[src/verilog/cmsb_pkg.sv]
// cmsb_pkg.sv: constants for the call mode and stack bank select register
package cmsb_pkg;
	localparam logic [11:0] CMSB_REG_ADDR     = 12'hF84;
	localparam int          CMSB_MODE_BIT     = 3;
	localparam int          CMSB_ZERO_BIT     = 2;
	localparam logic [3:0]  CMSB_RESET_VAL    = 4'h8;
	localparam logic [1:0]  CMSB_BANK0        = 2'h0;
	localparam logic [1:0]  CMSB_BANK1        = 2'h1;
	localparam logic [1:0]  CMSB_PUSH_LEGACY  = 2'h2;
	localparam logic [1:0]  CMSB_PUSH_EXT     = 2'h3;
	localparam logic [2:0]  CMSB_CALL_LEGACY  = 3'h3;
	localparam logic [2:0]  CMSB_CALL_EXT     = 3'h4;
	localparam logic [2:0]  CMSB_FCALL_LEGACY = 3'h2;
	localparam logic [2:0]  CMSB_FCALL_EXT    = 3'h3;
	typedef enum logic [0:0] {
		CMSB_EXTENDED = 1'b0,
		CMSB_LEGACY   = 1'b1
	} cmsb_mode_t;
endpackage

[src/verilog/cmsb_reg4.sv]
// cmsb_reg4.sv: four-bit register cell with write strobe
`timescale 1ns/1ps
module cmsb_reg4
	import cmsb_pkg::*;
#(
	parameter logic [3:0] RESET_VAL = CMSB_RESET_VAL
) (
	// clock and reset
	input  wire logic       clk_in,
	input  wire logic       rst_n_in,
	// write port
	input  wire logic       wr_in,
	input  wire logic [3:0] wdata_in,
	// stored value
	output logic      [3:0] q_out
);
	logic [3:0] val_q;
	logic [3:0] val_d;

	// next value: hold unless written
	always_comb begin
		val_d = wr_in ? wdata_in : val_q;
	end

	// storage
	always_ff @(posedge clk_in) begin
		if (!rst_n_in) begin
			val_q <= RESET_VAL;
		end else begin
			val_q <= val_d;
		end
	end

	assign q_out = val_q;
endmodule

[src/verilog/cmsb_top.sv]
// cmsb_top.sv: call mode / stack bank register and derived cpu controls
`timescale 1ns/1ps
module cmsb_top
	import cmsb_pkg::*;
(
	// clock and reset
	input  wire logic        clk_in,
	input  wire logic        rst_n_in,
	// 4-bit memory access from the cpu
	input  wire logic [11:0] mem_addr_in,
	input  wire logic        mem_wr_in,
	input  wire logic        mem_rd_in,
	input  wire logic [3:0]  mem_wdata_in,
	output logic      [3:0]  mem_rdata_out,
	output logic             mem_hit_out,
	// decoded control to the cpu core
	output logic             call_mode_select_bit_out,
	output logic             stack_bank_out,
	output logic             stack_bank_bad_out,
	output logic      [1:0]  call_push_bytes_out,
	output logic      [2:0]  abs_call_cycles_out,
	output logic      [2:0]  fast_call_cycles_out,
	output logic             long_branch_en_out
);
	logic       sel;
	logic       wr_en;
	logic [3:0] reg_val;
	logic [3:0] rdata_d;
	logic [3:0] rdata_q;
	cmsb_mode_t mode;

	////////////////////////////////////////////////////////////////
	// address decode
	assign sel         = (mem_addr_in == CMSB_REG_ADDR);
	assign wr_en       = sel && mem_wr_in;
	assign mem_hit_out = sel && (mem_rd_in || mem_wr_in); // combinational handshake

	////////////////////////////////////////////////////////////////
	// storage; reset value puts legacy mode in force
	// reset to legacy
	cmsb_reg4 #(
		.RESET_VAL (CMSB_RESET_VAL)
	) u_reg (
		.clk_in   (clk_in),
		.rst_n_in (rst_n_in),
		.wr_in    (wr_en),
		.wdata_in (mem_wdata_in),
		.q_out    (reg_val)
	);

	////////////////////////////////////////////////////////////////
	// read data registered; full nibble returned as stored, so a
	// wrong bit 2 written by software stays visible for debugging
	always_comb begin
		rdata_d = (sel && mem_rd_in) ? reg_val : 4'h0;
	end

	always_ff @(posedge clk_in) begin
		if (!rst_n_in) begin
			rdata_q <= 4'h0;
		end else begin
			rdata_q <= rdata_d;
		end
	end

	assign mem_rdata_out = rdata_q;

	////////////////////////////////////////////////////////////////
	// mode decode; every call control follows the stored bit with no
	// extra stage, so a mode write is in force from the next cycle on
	// mode from bit3
	assign mode = cmsb_mode_t'(reg_val[CMSB_MODE_BIT]);
	assign call_mode_select_bit_out = reg_val[CMSB_MODE_BIT];

	assign call_push_bytes_out  = (mode == CMSB_LEGACY) ? CMSB_PUSH_LEGACY : CMSB_PUSH_EXT;
	assign abs_call_cycles_out  = (mode == CMSB_LEGACY) ? CMSB_CALL_LEGACY : CMSB_CALL_EXT;
	assign fast_call_cycles_out = (mode == CMSB_LEGACY) ? CMSB_FCALL_LEGACY : CMSB_FCALL_EXT;
	assign long_branch_en_out   = (mode == CMSB_EXTENDED);

	////////////////////////////////////////////////////////////////
	// stack bank; prohibited codes flagged, bank follows bit 0
	// field bits 1:0
	assign stack_bank_out     = reg_val[0];
	assign stack_bank_bad_out = (reg_val[1:0] != CMSB_BANK0) && (reg_val[1:0] != CMSB_BANK1);
endmodule

[config.mk]
export PLATFORM = sky130hd
export DESIGN_NAME = cmsb_top
export DESIGN_NICKNAME = d
export VERILOG_FILES = /design/src/verilog/cmsb_pkg.sv /design/src/verilog/cmsb_reg4.sv /design/src/verilog/cmsb_top.sv
export SDC_FILE = /design/constraint.sdc
export NUM_CORES = 1
export LEC_CHECK = 0
export BUFFER_PORTS_ARGS = -buffer_cell sky130_fd_sc_hd__buf_2
export CAP_MARGIN = 5
export CORE_UTILIZATION = 31
export CTS_CLUSTER_SIZE = 28
export DETAILED_ROUTE_END_ITERATION = 10
export GPL_ROUTABILITY_DRIVEN = 0
export GPL_TIMING_DRIVEN = 0
export PLACE_DENSITY = 0.67
export SYNTH_ARGS = -nofsm -noshare
export SYNTH_HDL_FRONTEND = slang
export SYNTH_SLANG_ARGS = --single-unit
[constraint.sdc]
create_clock -name clk_in -period 1.9 [get_ports clk_in]
set_clock_uncertainty 0.1 [all_clocks]
set_input_delay 0.475 -clock clk_in [delete_from_list [all_inputs] [get_ports clk_in]]
set_output_delay 0.475 -clock clk_in [all_outputs]
set_load 0.02 [all_outputs]
==> results of run 1 <==
worst max-delay path by stage:
stage          slack, ns  cells past startpoint      startpoint     endpoint
2_1_floorplan      -0.14                      2  mem_addr_in[5]  mem_hit_out
3_3_place_gp       -0.29                      4  mem_addr_in[5]  mem_hit_out
3_5_place_dp       -0.29                      4  mem_addr_in[5]  mem_hit_out
4_1_cts            -0.17                      4  mem_addr_in[0]  mem_hit_out
5_1_grt            -0.20                      4  mem_addr_in[0]  mem_hit_out
6_report           -0.17                      4  mem_addr_in[0]  mem_hit_out
repair_timing:
item,in CTS,in global routing
pin swaps,3,0
cloned,0,0
buffers inserted,2,0
endpoints found under the setup margin,1,1
resized for setup,2,0
cell families after synthesis:
group,after synthesis,synth area share
simple gates,20,0.317
buf+inv,12,0.181
flops,8,0.387
mux,4,0.0967
other cells,2,0.0181
through the flow:
step / TNS [ns] / setup slack, ns / cell area (µm²) / std cells
CTS: -0.168 / -0.168 / 661 / 98
global route: -0.197 / -0.197 / 661 / 98
floorplan: -0.138 / -0.138 / 437 / 47
finish: -0.172 / -0.172 / 661 / 98
global placement: -0.791 / -0.290 / 614 / 93
detailed placement: -0.853 / -0.287 / 614 / 93
synthesized netlist by cell type:
cell type,count,area share
nor2_1,1,0.0091
nor4_1,2,0.030
nor4_4,1,0.051
nand4_1,1,0.015
mux2i_1,4,0.097
or4b_1,1,0.024
nand2_1,7,0.063
or4b_4,1,0.033
buf_4,8,0.15
buf_1,1,0.0091
and2_1,4,0.060
inv_1,2,0.018
dfxtp_1,8,0.39
clkbuf_1,1,0.0091
conb_1,2,0.018
nor2b_1,2,0.030
worst max-delay path, stage by stage:
cell    delay, ns
buf_6        0.09
or4b_4       0.55
nor4_4       0.21
buf_4        0.17
routing by layer:
metal,global-route usage,vias up,routed length [µm]
met4,0.0517,0,0
met2,0.225,17,419
li1,-,215,-
met5,0,-,0
met3,0.0930,0,82
met1,0.164,164,369
flip-flops by register name, indices dropped and copies added (netlist names):
name,cells
mem_rdata_out,4
u_reg.q_out,4
layout make-up:
| class | count | area, µm² |
|---|---|---|
| Multi-Input combinational cell | 27 | 201 |
| Inverter | 2 | 7.51 |
| Fill cell | 114 | 510 |
| Tap cell | 14 | 17.5 |
| Buffer | 10 | 67.6 |
| Sequential cell | 8 | 160 |
| Clock buffer | 3 | 22.5 |
| Timing Repair Buffer | 34 | 184 |
power breakdown:
group | internal, mW | switching, mW
combinational | 0.0247 | 0.0204
clock | 0.0719 | 0.0522
sequential | 0.168 | 0.00000744
==> flow_summary.toml, run 1 <==
[run_status]
outcome = "finished with violations"
violations = "negative setup slack"

[clock_tree]
clkSinkCount = 8
cts_tree = "done"
clock_tree.root_cell = "clkbuf_4"
clk_latency_ns = 0.25
h-tree-depth = 1
clkTransAtPathRegs_ns = 0.05
cts_hold_buf = 0
cts_made_buffers = 3
clock_path_buffers = 2

[floorplan]
ios = 37
start_util = 0.354
die_x_um = 38.6
rows = 12
die_area_um2 = 1490
core_um2 = 1170
chipHeight_um = 38.6

[finish]
nets = 106
synthToLayoutAreaGrowth_pct = 59.5
fin_util = 0.564
drive_gt1_frac = 0.583
diodes = 0
final_cell_mix = "buf_2, buf_4, dfxtp_1"
final_common_cell = "buf_2"

[drt]
drt-pass1-iter-count = 2
final_antenna_net_count = 0
drt_wl_total_um = 871
drc = 0
vias_per_cell = 4.04
detail_route.wl_per_cell_um = 8.89
initialDrtViolationCount = 3
via_count = 396

[timing]
slew_viol_final = 0
hold_ws_ns = 0.358
hold_violations = 0
layout_setup_ws_ns = -0.172
setup_violations = 1
max_freq_ghz = 0.483
min_period_ns = 2.07
fin_crit_sh = 1.09
rsz0062_at_grt = "true"

[critical_path]
critPathMaxFanout = 2
endpoint_kind = "output port"
required_ns = 1.32
arrival_ns = 1.50
r2r-end = "u_reg.q_out[3]$_SDFFE_PN1P_"
cp-start-kind = "input port"
r2r_start = "u_reg.q_out[3]$_SDFFE_PN1P_"
r2r_slack_ns = 1.14
r2r_cells = 2
worstSetupPathType = "in2out"

[job]
cap_violations = 0

[synth]
yosys_warnings = 0
synth.avg_cell_area_um2 = 9.00
ys_seq_area_frac = 0.387
synthDistinctLibCells = 16
netlist_instances = 46
synth-seq-cells = 8
synth_area_um2 = 414

[global_routing]
grt_pass1_vias = 343
antenna_found_initial = 0
grtUsageTotal = 0.147
grt_max_degree = 10
grt-ovfl-total = 0
grt_first_pass_wirelength_mm = 1.45

[power_and_ir_drop]
report.power.total_mw = 0.337
powerDensity_nw_per_um2 = 511
irDropWorstVdd_v = 0.000330
leakage_nw = 0.348

[hold_path]
min_path_cells = 2
hold_path_end = "u_reg.q_out[2]$_SDFFE_PN0P_"
hp-class = "reg2reg"
hp-start = "u_reg.q_out[2]$_SDFFE_PN0P_"

[placement]
dpl.hpwl_um = 716
port_buffers = 32
Note: power is estimated with default switching activity, not from simulation.
==> run 2: changes to the inputs <==
--- a/config.mk
+++ b/config.mk
@@ -8,6 +8,7 @@
 export BUFFER_PORTS_ARGS = -buffer_cell sky130_fd_sc_hd__buf_2
 export CAP_MARGIN = 5
 export CORE_UTILIZATION = 31
+export CTS_CLUSTER_DIAMETER = 100
 export CTS_CLUSTER_SIZE = 28
 export DETAILED_ROUTE_END_ITERATION = 10
 export GPL_ROUTABILITY_DRIVEN = 0
==> constraint.sdc (replaced) <==
create_clock -name clk_in -period 1.79 [get_ports clk_in]
set_clock_uncertainty 0.1 [all_clocks]
set_input_delay 0.4475 -clock clk_in [delete_from_list [all_inputs] [get_ports clk_in]]
set_output_delay 0.4475 -clock clk_in [all_outputs]
set_load 0.02 [all_outputs]
==> flow_summary.toml, run 2 (synthesized netlist as in run 1, its figures left out) <==
[drt]
wl_met1_um = 378
wl_met2_um = 415
drt_wl_total_um = 875
final_antenna_net_count = 0
drt-pass1-iter-count = 2
routed.top_layer = "met3"
wl_met3_um = 82
via_count = 397
initialDrtViolationCount = 7
detail_route.wl_per_cell_um = 8.84
vias_per_cell = 4.01
drc = 0

[global_routing]
grt_pass1_vias = 343
antenna_found_initial = 0
grtUsageTotal = 0.147
grt-ovfl-total = 0
grt_max_degree = 10
grt_first_pass_wirelength_mm = 1.45

[finish]
final_cell_mix = "buf_2, buf_4, dfxtp_1"
fin_area_um2 = 672
diodes = 0
synthToLayoutAreaGrowth_pct = 62.2
fillers = 112
nets = 107
fin_cells = 99
drive_gt1_frac = 0.588
final_common_cell = "buf_2"

[critical_path]
path_cells = "buf_6 > or4b_4 > nor4_4 > buf_4"
slowest_stage = "or4b_4"
cp_num_buf_inv = 2
critPathMaxFanout = 2
cp-start-kind = "input port"
cp_top_family = "simple AND/OR/NAND/NOR gates"
critPathMaxStageDelay_ns = 0.55
arrival_ns = 1.47
endpoint_kind = "output port"
worstSetupPathType = "in2out"
required_ns = 1.24

[placement]
port_buffers = 32
dp_cells = 93
placed_area_um2 = 614
dpl.hpwl_um = 716
dp_slack_ns = -0.342

[timing]
rsz0062_at_grt = "true"
max_freq_ghz = 0.496
hold_ws_ns = 0.339
hold_violations = 0
fin_crit_sh = 1.13
layout_setup_ws_ns = -0.225
slew_viol_final = 0
min_period_ns = 2.02
setup_violations = 1

[floorplan]
chipHeight_um = 38.6
ios = 37
die_area_um2 = 1490
core_um2 = 1170
die_x_um = 38.6
start_util = 0.354
rows = 12

[clock_tree]
cts_made_buffers = 3
clkSinkCount = 8
clkTransAtPathRegs_ns = 0.05
clk_latency_ns = 0.25
h-tree-depth = 1
clock_tree.root_cell = "clkbuf_4"
clock_path_buffers = 2
cts_tree = "done"

[power_and_ir_drop]
irDropWorstVdd_v = 0.000351
leakage_nw = 0.355
powerDensity_nw_per_um2 = 534

[job]
cap_violations = 0

[hold_path]
hp-class = "in2reg"

[run_status]
outcome = "finished with violations"
violations = "negative setup slack"
[run 2: cell types whose count changed in the layout (fill, tap and decap cells not counted)]
cell | previous run | this run
buf_6 | 1 | 2
[run 2: area by class of cell]
type                            instances  area (µm²)  area share
Timing Repair Buffer                   35         195       0.291
Tap cell                               14        17.5      0.0261
Buffer                                 10        67.6       0.101
Clock buffer                            3        22.5      0.0335
Multi-Input combinational cell         27         201       0.300
Sequential cell                         8         160       0.238
Inverter                                2        7.51      0.0112
[run 2: power by group]
| group | total (mW) | switching, mW | internal (mW) |
|---|---|---|---|
| logic | 0.0483 | 0.0217 | 0.0266 |
| registers | 0.178 | 0.00000772 | 0.178 |
| clock network | 0.132 | 0.0556 | 0.0763 |
| total | 0.359 | 0.0773 | 0.281 |
[run 2: worst paths after layout]
check	from	end	slack, ns	depth (start not counted)
max reg2reg	u_reg.q_out[3]$_SDFFE_PN1P_	u_reg.q_out[3]$_SDFFE_PN1P_	1.03	2
max	mem_addr_in[0]	mem_hit_out	-0.23	4
min	mem_wdata_in[0]	u_reg.q_out[0]$_SDFFE_PN0P_	0.34	3
min reg2reg	u_reg.q_out[2]$_SDFFE_PN0P_	u_reg.q_out[2]$_SDFFE_PN0P_	0.36	2
[run 2: what timing repair did]
| action | 4_1_cts | 5_1_grt |
|---|---|---|
| endpoints found under the setup margin | 1 | 9 |
| setup buffers | 2 | 1 |
| hold buffers | 0 | 0 |
| gates resized for setup | 2 | 1 |
| cloned | 0 | 0 |
| pin swaps | 3 | 1 |
[run 2: routing by layer]
layer	vias up	track usage
met5	-	0
met4	0	0.0517
met3	0	0.0930
met2	17	0.225
met1	164	0.164
li1	216	-
[run 2: per-stage QoR]
stage | power [mW] | setup TNS [ns] | util
after global routing | 0.386 | -0.442 | 0.574
after global placement | 0.226 | -1.51 | 0.525
after CTS | 0.363 | -0.252 | 0.564
final | 0.359 | -0.225 | 0.574
after detailed placement | 0.227 | -1.57 | 0.525
after floorplan | 0.206 | -0.193 | -
[run 2: worst register-to-register path, delay by kind of cell (launching register included)]
kind | cells | cell delay [ns]
flip-flops | 1 | 0.40
multiplexers | 1 | 0.12
AND/OR/NAND/NOR | 1 | 0.06
==> run 3: changes to the inputs <==
--- a/config.mk
+++ b/config.mk
@@ -7,13 +7,14 @@
 export LEC_CHECK = 0
 export BUFFER_PORTS_ARGS = -buffer_cell sky130_fd_sc_hd__buf_2
 export CAP_MARGIN = 5
-export CORE_UTILIZATION = 31
+export CORE_AREA = 2 2 39 41
 export CTS_CLUSTER_DIAMETER = 100
 export CTS_CLUSTER_SIZE = 28
 export DETAILED_ROUTE_END_ITERATION = 10
+export DIE_AREA = 0 0 41 43
 export GPL_ROUTABILITY_DRIVEN = 0
 export GPL_TIMING_DRIVEN = 0
-export PLACE_DENSITY = 0.67
+export PLACE_DENSITY = 0.65
 export SYNTH_ARGS = -nofsm -noshare
 export SYNTH_HDL_FRONTEND = slang
 export SYNTH_SLANG_ARGS = --single-unit
==> constraint.sdc (replaced) <==
create_clock -name clk_in -period 1.9 [get_ports clk_in]
set_clock_uncertainty 0.1 [all_clocks]
set_input_delay 0.475 -clock clk_in [delete_from_list [all_inputs] [get_ports clk_in]]
set_output_delay 0.475 -clock clk_in [all_outputs]
set_load 0.02 [all_outputs]
==> flow_summary.toml, run 3 (synthesized netlist as in run 1, its figures left out) <==
[timing]
fin_crit_sh = 1.09
setup_violations = 1
layout_setup_ws_ns = -0.164
slew_viol_final = 0
min_period_ns = 2.06
hold_violations = 0
max_freq_ghz = 0.485
hold_ws_ns = 0.355
rsz0062_at_grt = "true"

[power_and_ir_drop]
power_frac_comb = 0.135
powerDensity_nw_per_um2 = 503
power.clock.fraction = 0.371
p_sw_frac = 0.218
switching_power_mw = 0.0743
cell_internal_pwr_mw = 0.266
irDropWorstVdd_v = 0.000160
leakage_nw = 0.355
seqPwrFrac = 0.494

[finish]
diodes = 0
seqCellArea_um2 = 160
final_common_cell = "buf_2"
fin_util = 0.489
synthToLayoutAreaGrowth_pct = 63.4
nets = 107
fin_cells = 101
fillers = 140
multi_input_area_um2 = 201
final_cell_mix = "buf_2, buf_4, dfxtp_1"
drive_gt1_frac = 0.588

[clock_tree]
clock_path_buffers = 2
h-tree-depth = 1
cts_tree = "done"
cts_hold_buf = 0
cts_made_buffers = 3
clk_latency_ns = 0.25
clock_tree.root_cell = "clkbuf_4"
clkTransAtPathRegs_ns = 0.05
clkSinkCount = 8

[drt]
wl_met1_um = 325
initialDrtViolationCount = 0
routed.top_layer = "met3"
drc = 0
drt_wl_total_um = 844
via_count = 414
final_antenna_net_count = 0
drt-pass1-iter-count = 1
vias_per_cell = 4.10
wl_met2_um = 391
wl_met3_um = 126
detail_route.wl_per_cell_um = 8.36

[run_status]
violations = "negative setup slack"
outcome = "finished with violations"

[placement]
dpl.hpwl_um = 694
port_buffers = 32
dp_cells = 95

[floorplan]
rows = 14
die_x_um = 41
chipHeight_um = 43
start_util = 0.299
die_area_um2 = 1760
ios = 37
core_um2 = 1380

[global_routing]
antenna_found_initial = 0
grt-ovfl-total = 0
grt_max_degree = 10
grtUsageTotal = 0.107
grt_first_pass_wirelength_mm = 1.32
grt_pass1_vias = 343

[critical_path]
critPathMaxFanout = 2
critPathMaxStageDelay_ns = 0.54
arrival_ns = 1.49
required_ns = 1.32
cp_top_family = "simple AND/OR/NAND/NOR gates"
cp_num_buf_inv = 2
worstSetupPathType = "in2out"
slowest_stage = "or4b_4"
path_cells = "buf_6 > or4b_4 > nor4_4 > buf_4"
cp-start-kind = "input port"
endpoint_kind = "output port"
r2r_slack_ns = 1.16

[job]
cap_violations = 0

[hold_path]
hp-class = "reg2reg"
run 3: cell counts in the layout (fill, tap and decap cells not counted):
No cell type changed its count.
run 3: path summary, 6_finish.rpt:
path	cells past startpoint	startpoint	end
worst min-delay path	2	u_reg.q_out[2]$_SDFFE_PN0P_	u_reg.q_out[2]$_SDFFE_PN0P_
worst max register to register	2	u_reg.q_out[3]$_SDFFE_PN1P_	u_reg.q_out[3]$_SDFFE_PN1P_
worst max-delay path	4	mem_addr_in[5]	mem_hit_out
worst min register to register	2	u_reg.q_out[2]$_SDFFE_PN0P_	u_reg.q_out[2]$_SDFFE_PN0P_
run 3: worst register-to-register path, stage by stage (launching register included):
cell and delay (ns):
dfxtp_1 0.40, nor2b_1 0.06, mux2i_1 0.11
run 3: layout make-up:
cell class              instances  share of cell area
well taps                      16              0.0296
plain buffers                  10              0.0998
multi-input cells              27               0.298
inverters                       2              0.0111
repair buffers                 35               0.292
clock buffers                   3              0.0333
flip-flops and latches          8               0.237
run 3: layer usage:
layer  track usage  up-vias
li1              -      218
met1         0.122      166
met2         0.178       30
met3        0.0157        0
met4        0.0600        0
met5             0        -
run 3: repair_timing:
action | 4_1_cts | 5_1_grt
pin swaps | 3 | 3
endpoints found under the setup margin | 1 | 9
setup buffers | 2 | 1
gates cloned | 0 | 0
endpoints found under the hold margin | 0 | 0
resized for setup | 2 | 1
run 3: metrics by stage:
step	worst slack [ns]	total power, mW	instance area [µm²]	setup TNS [ns]
6_report	-0.164	0.340	677	-0.164
5_1_grt	-0.196	0.359	677	-0.358
4_1_cts	-0.178	0.344	663	-0.178
3_5_place_dp	-0.293	0.213	617	-1.16
3_3_place_gp	-0.305	0.213	617	-1.19
2_1_floorplan	-0.138	0.194	437	-0.138
run 3: power groups by stage:
stage	Sequential [mW]	Clock (mW)	Combinational, mW
after floorplan	0.171	0	0.0223
after global placement	0.171	0	0.0412
after detailed placement	0.171	0	0.0419
after CTS	0.168	0.132	0.0450
after global routing	0.168	0.141	0.0503
final	0.168	0.126	0.0459
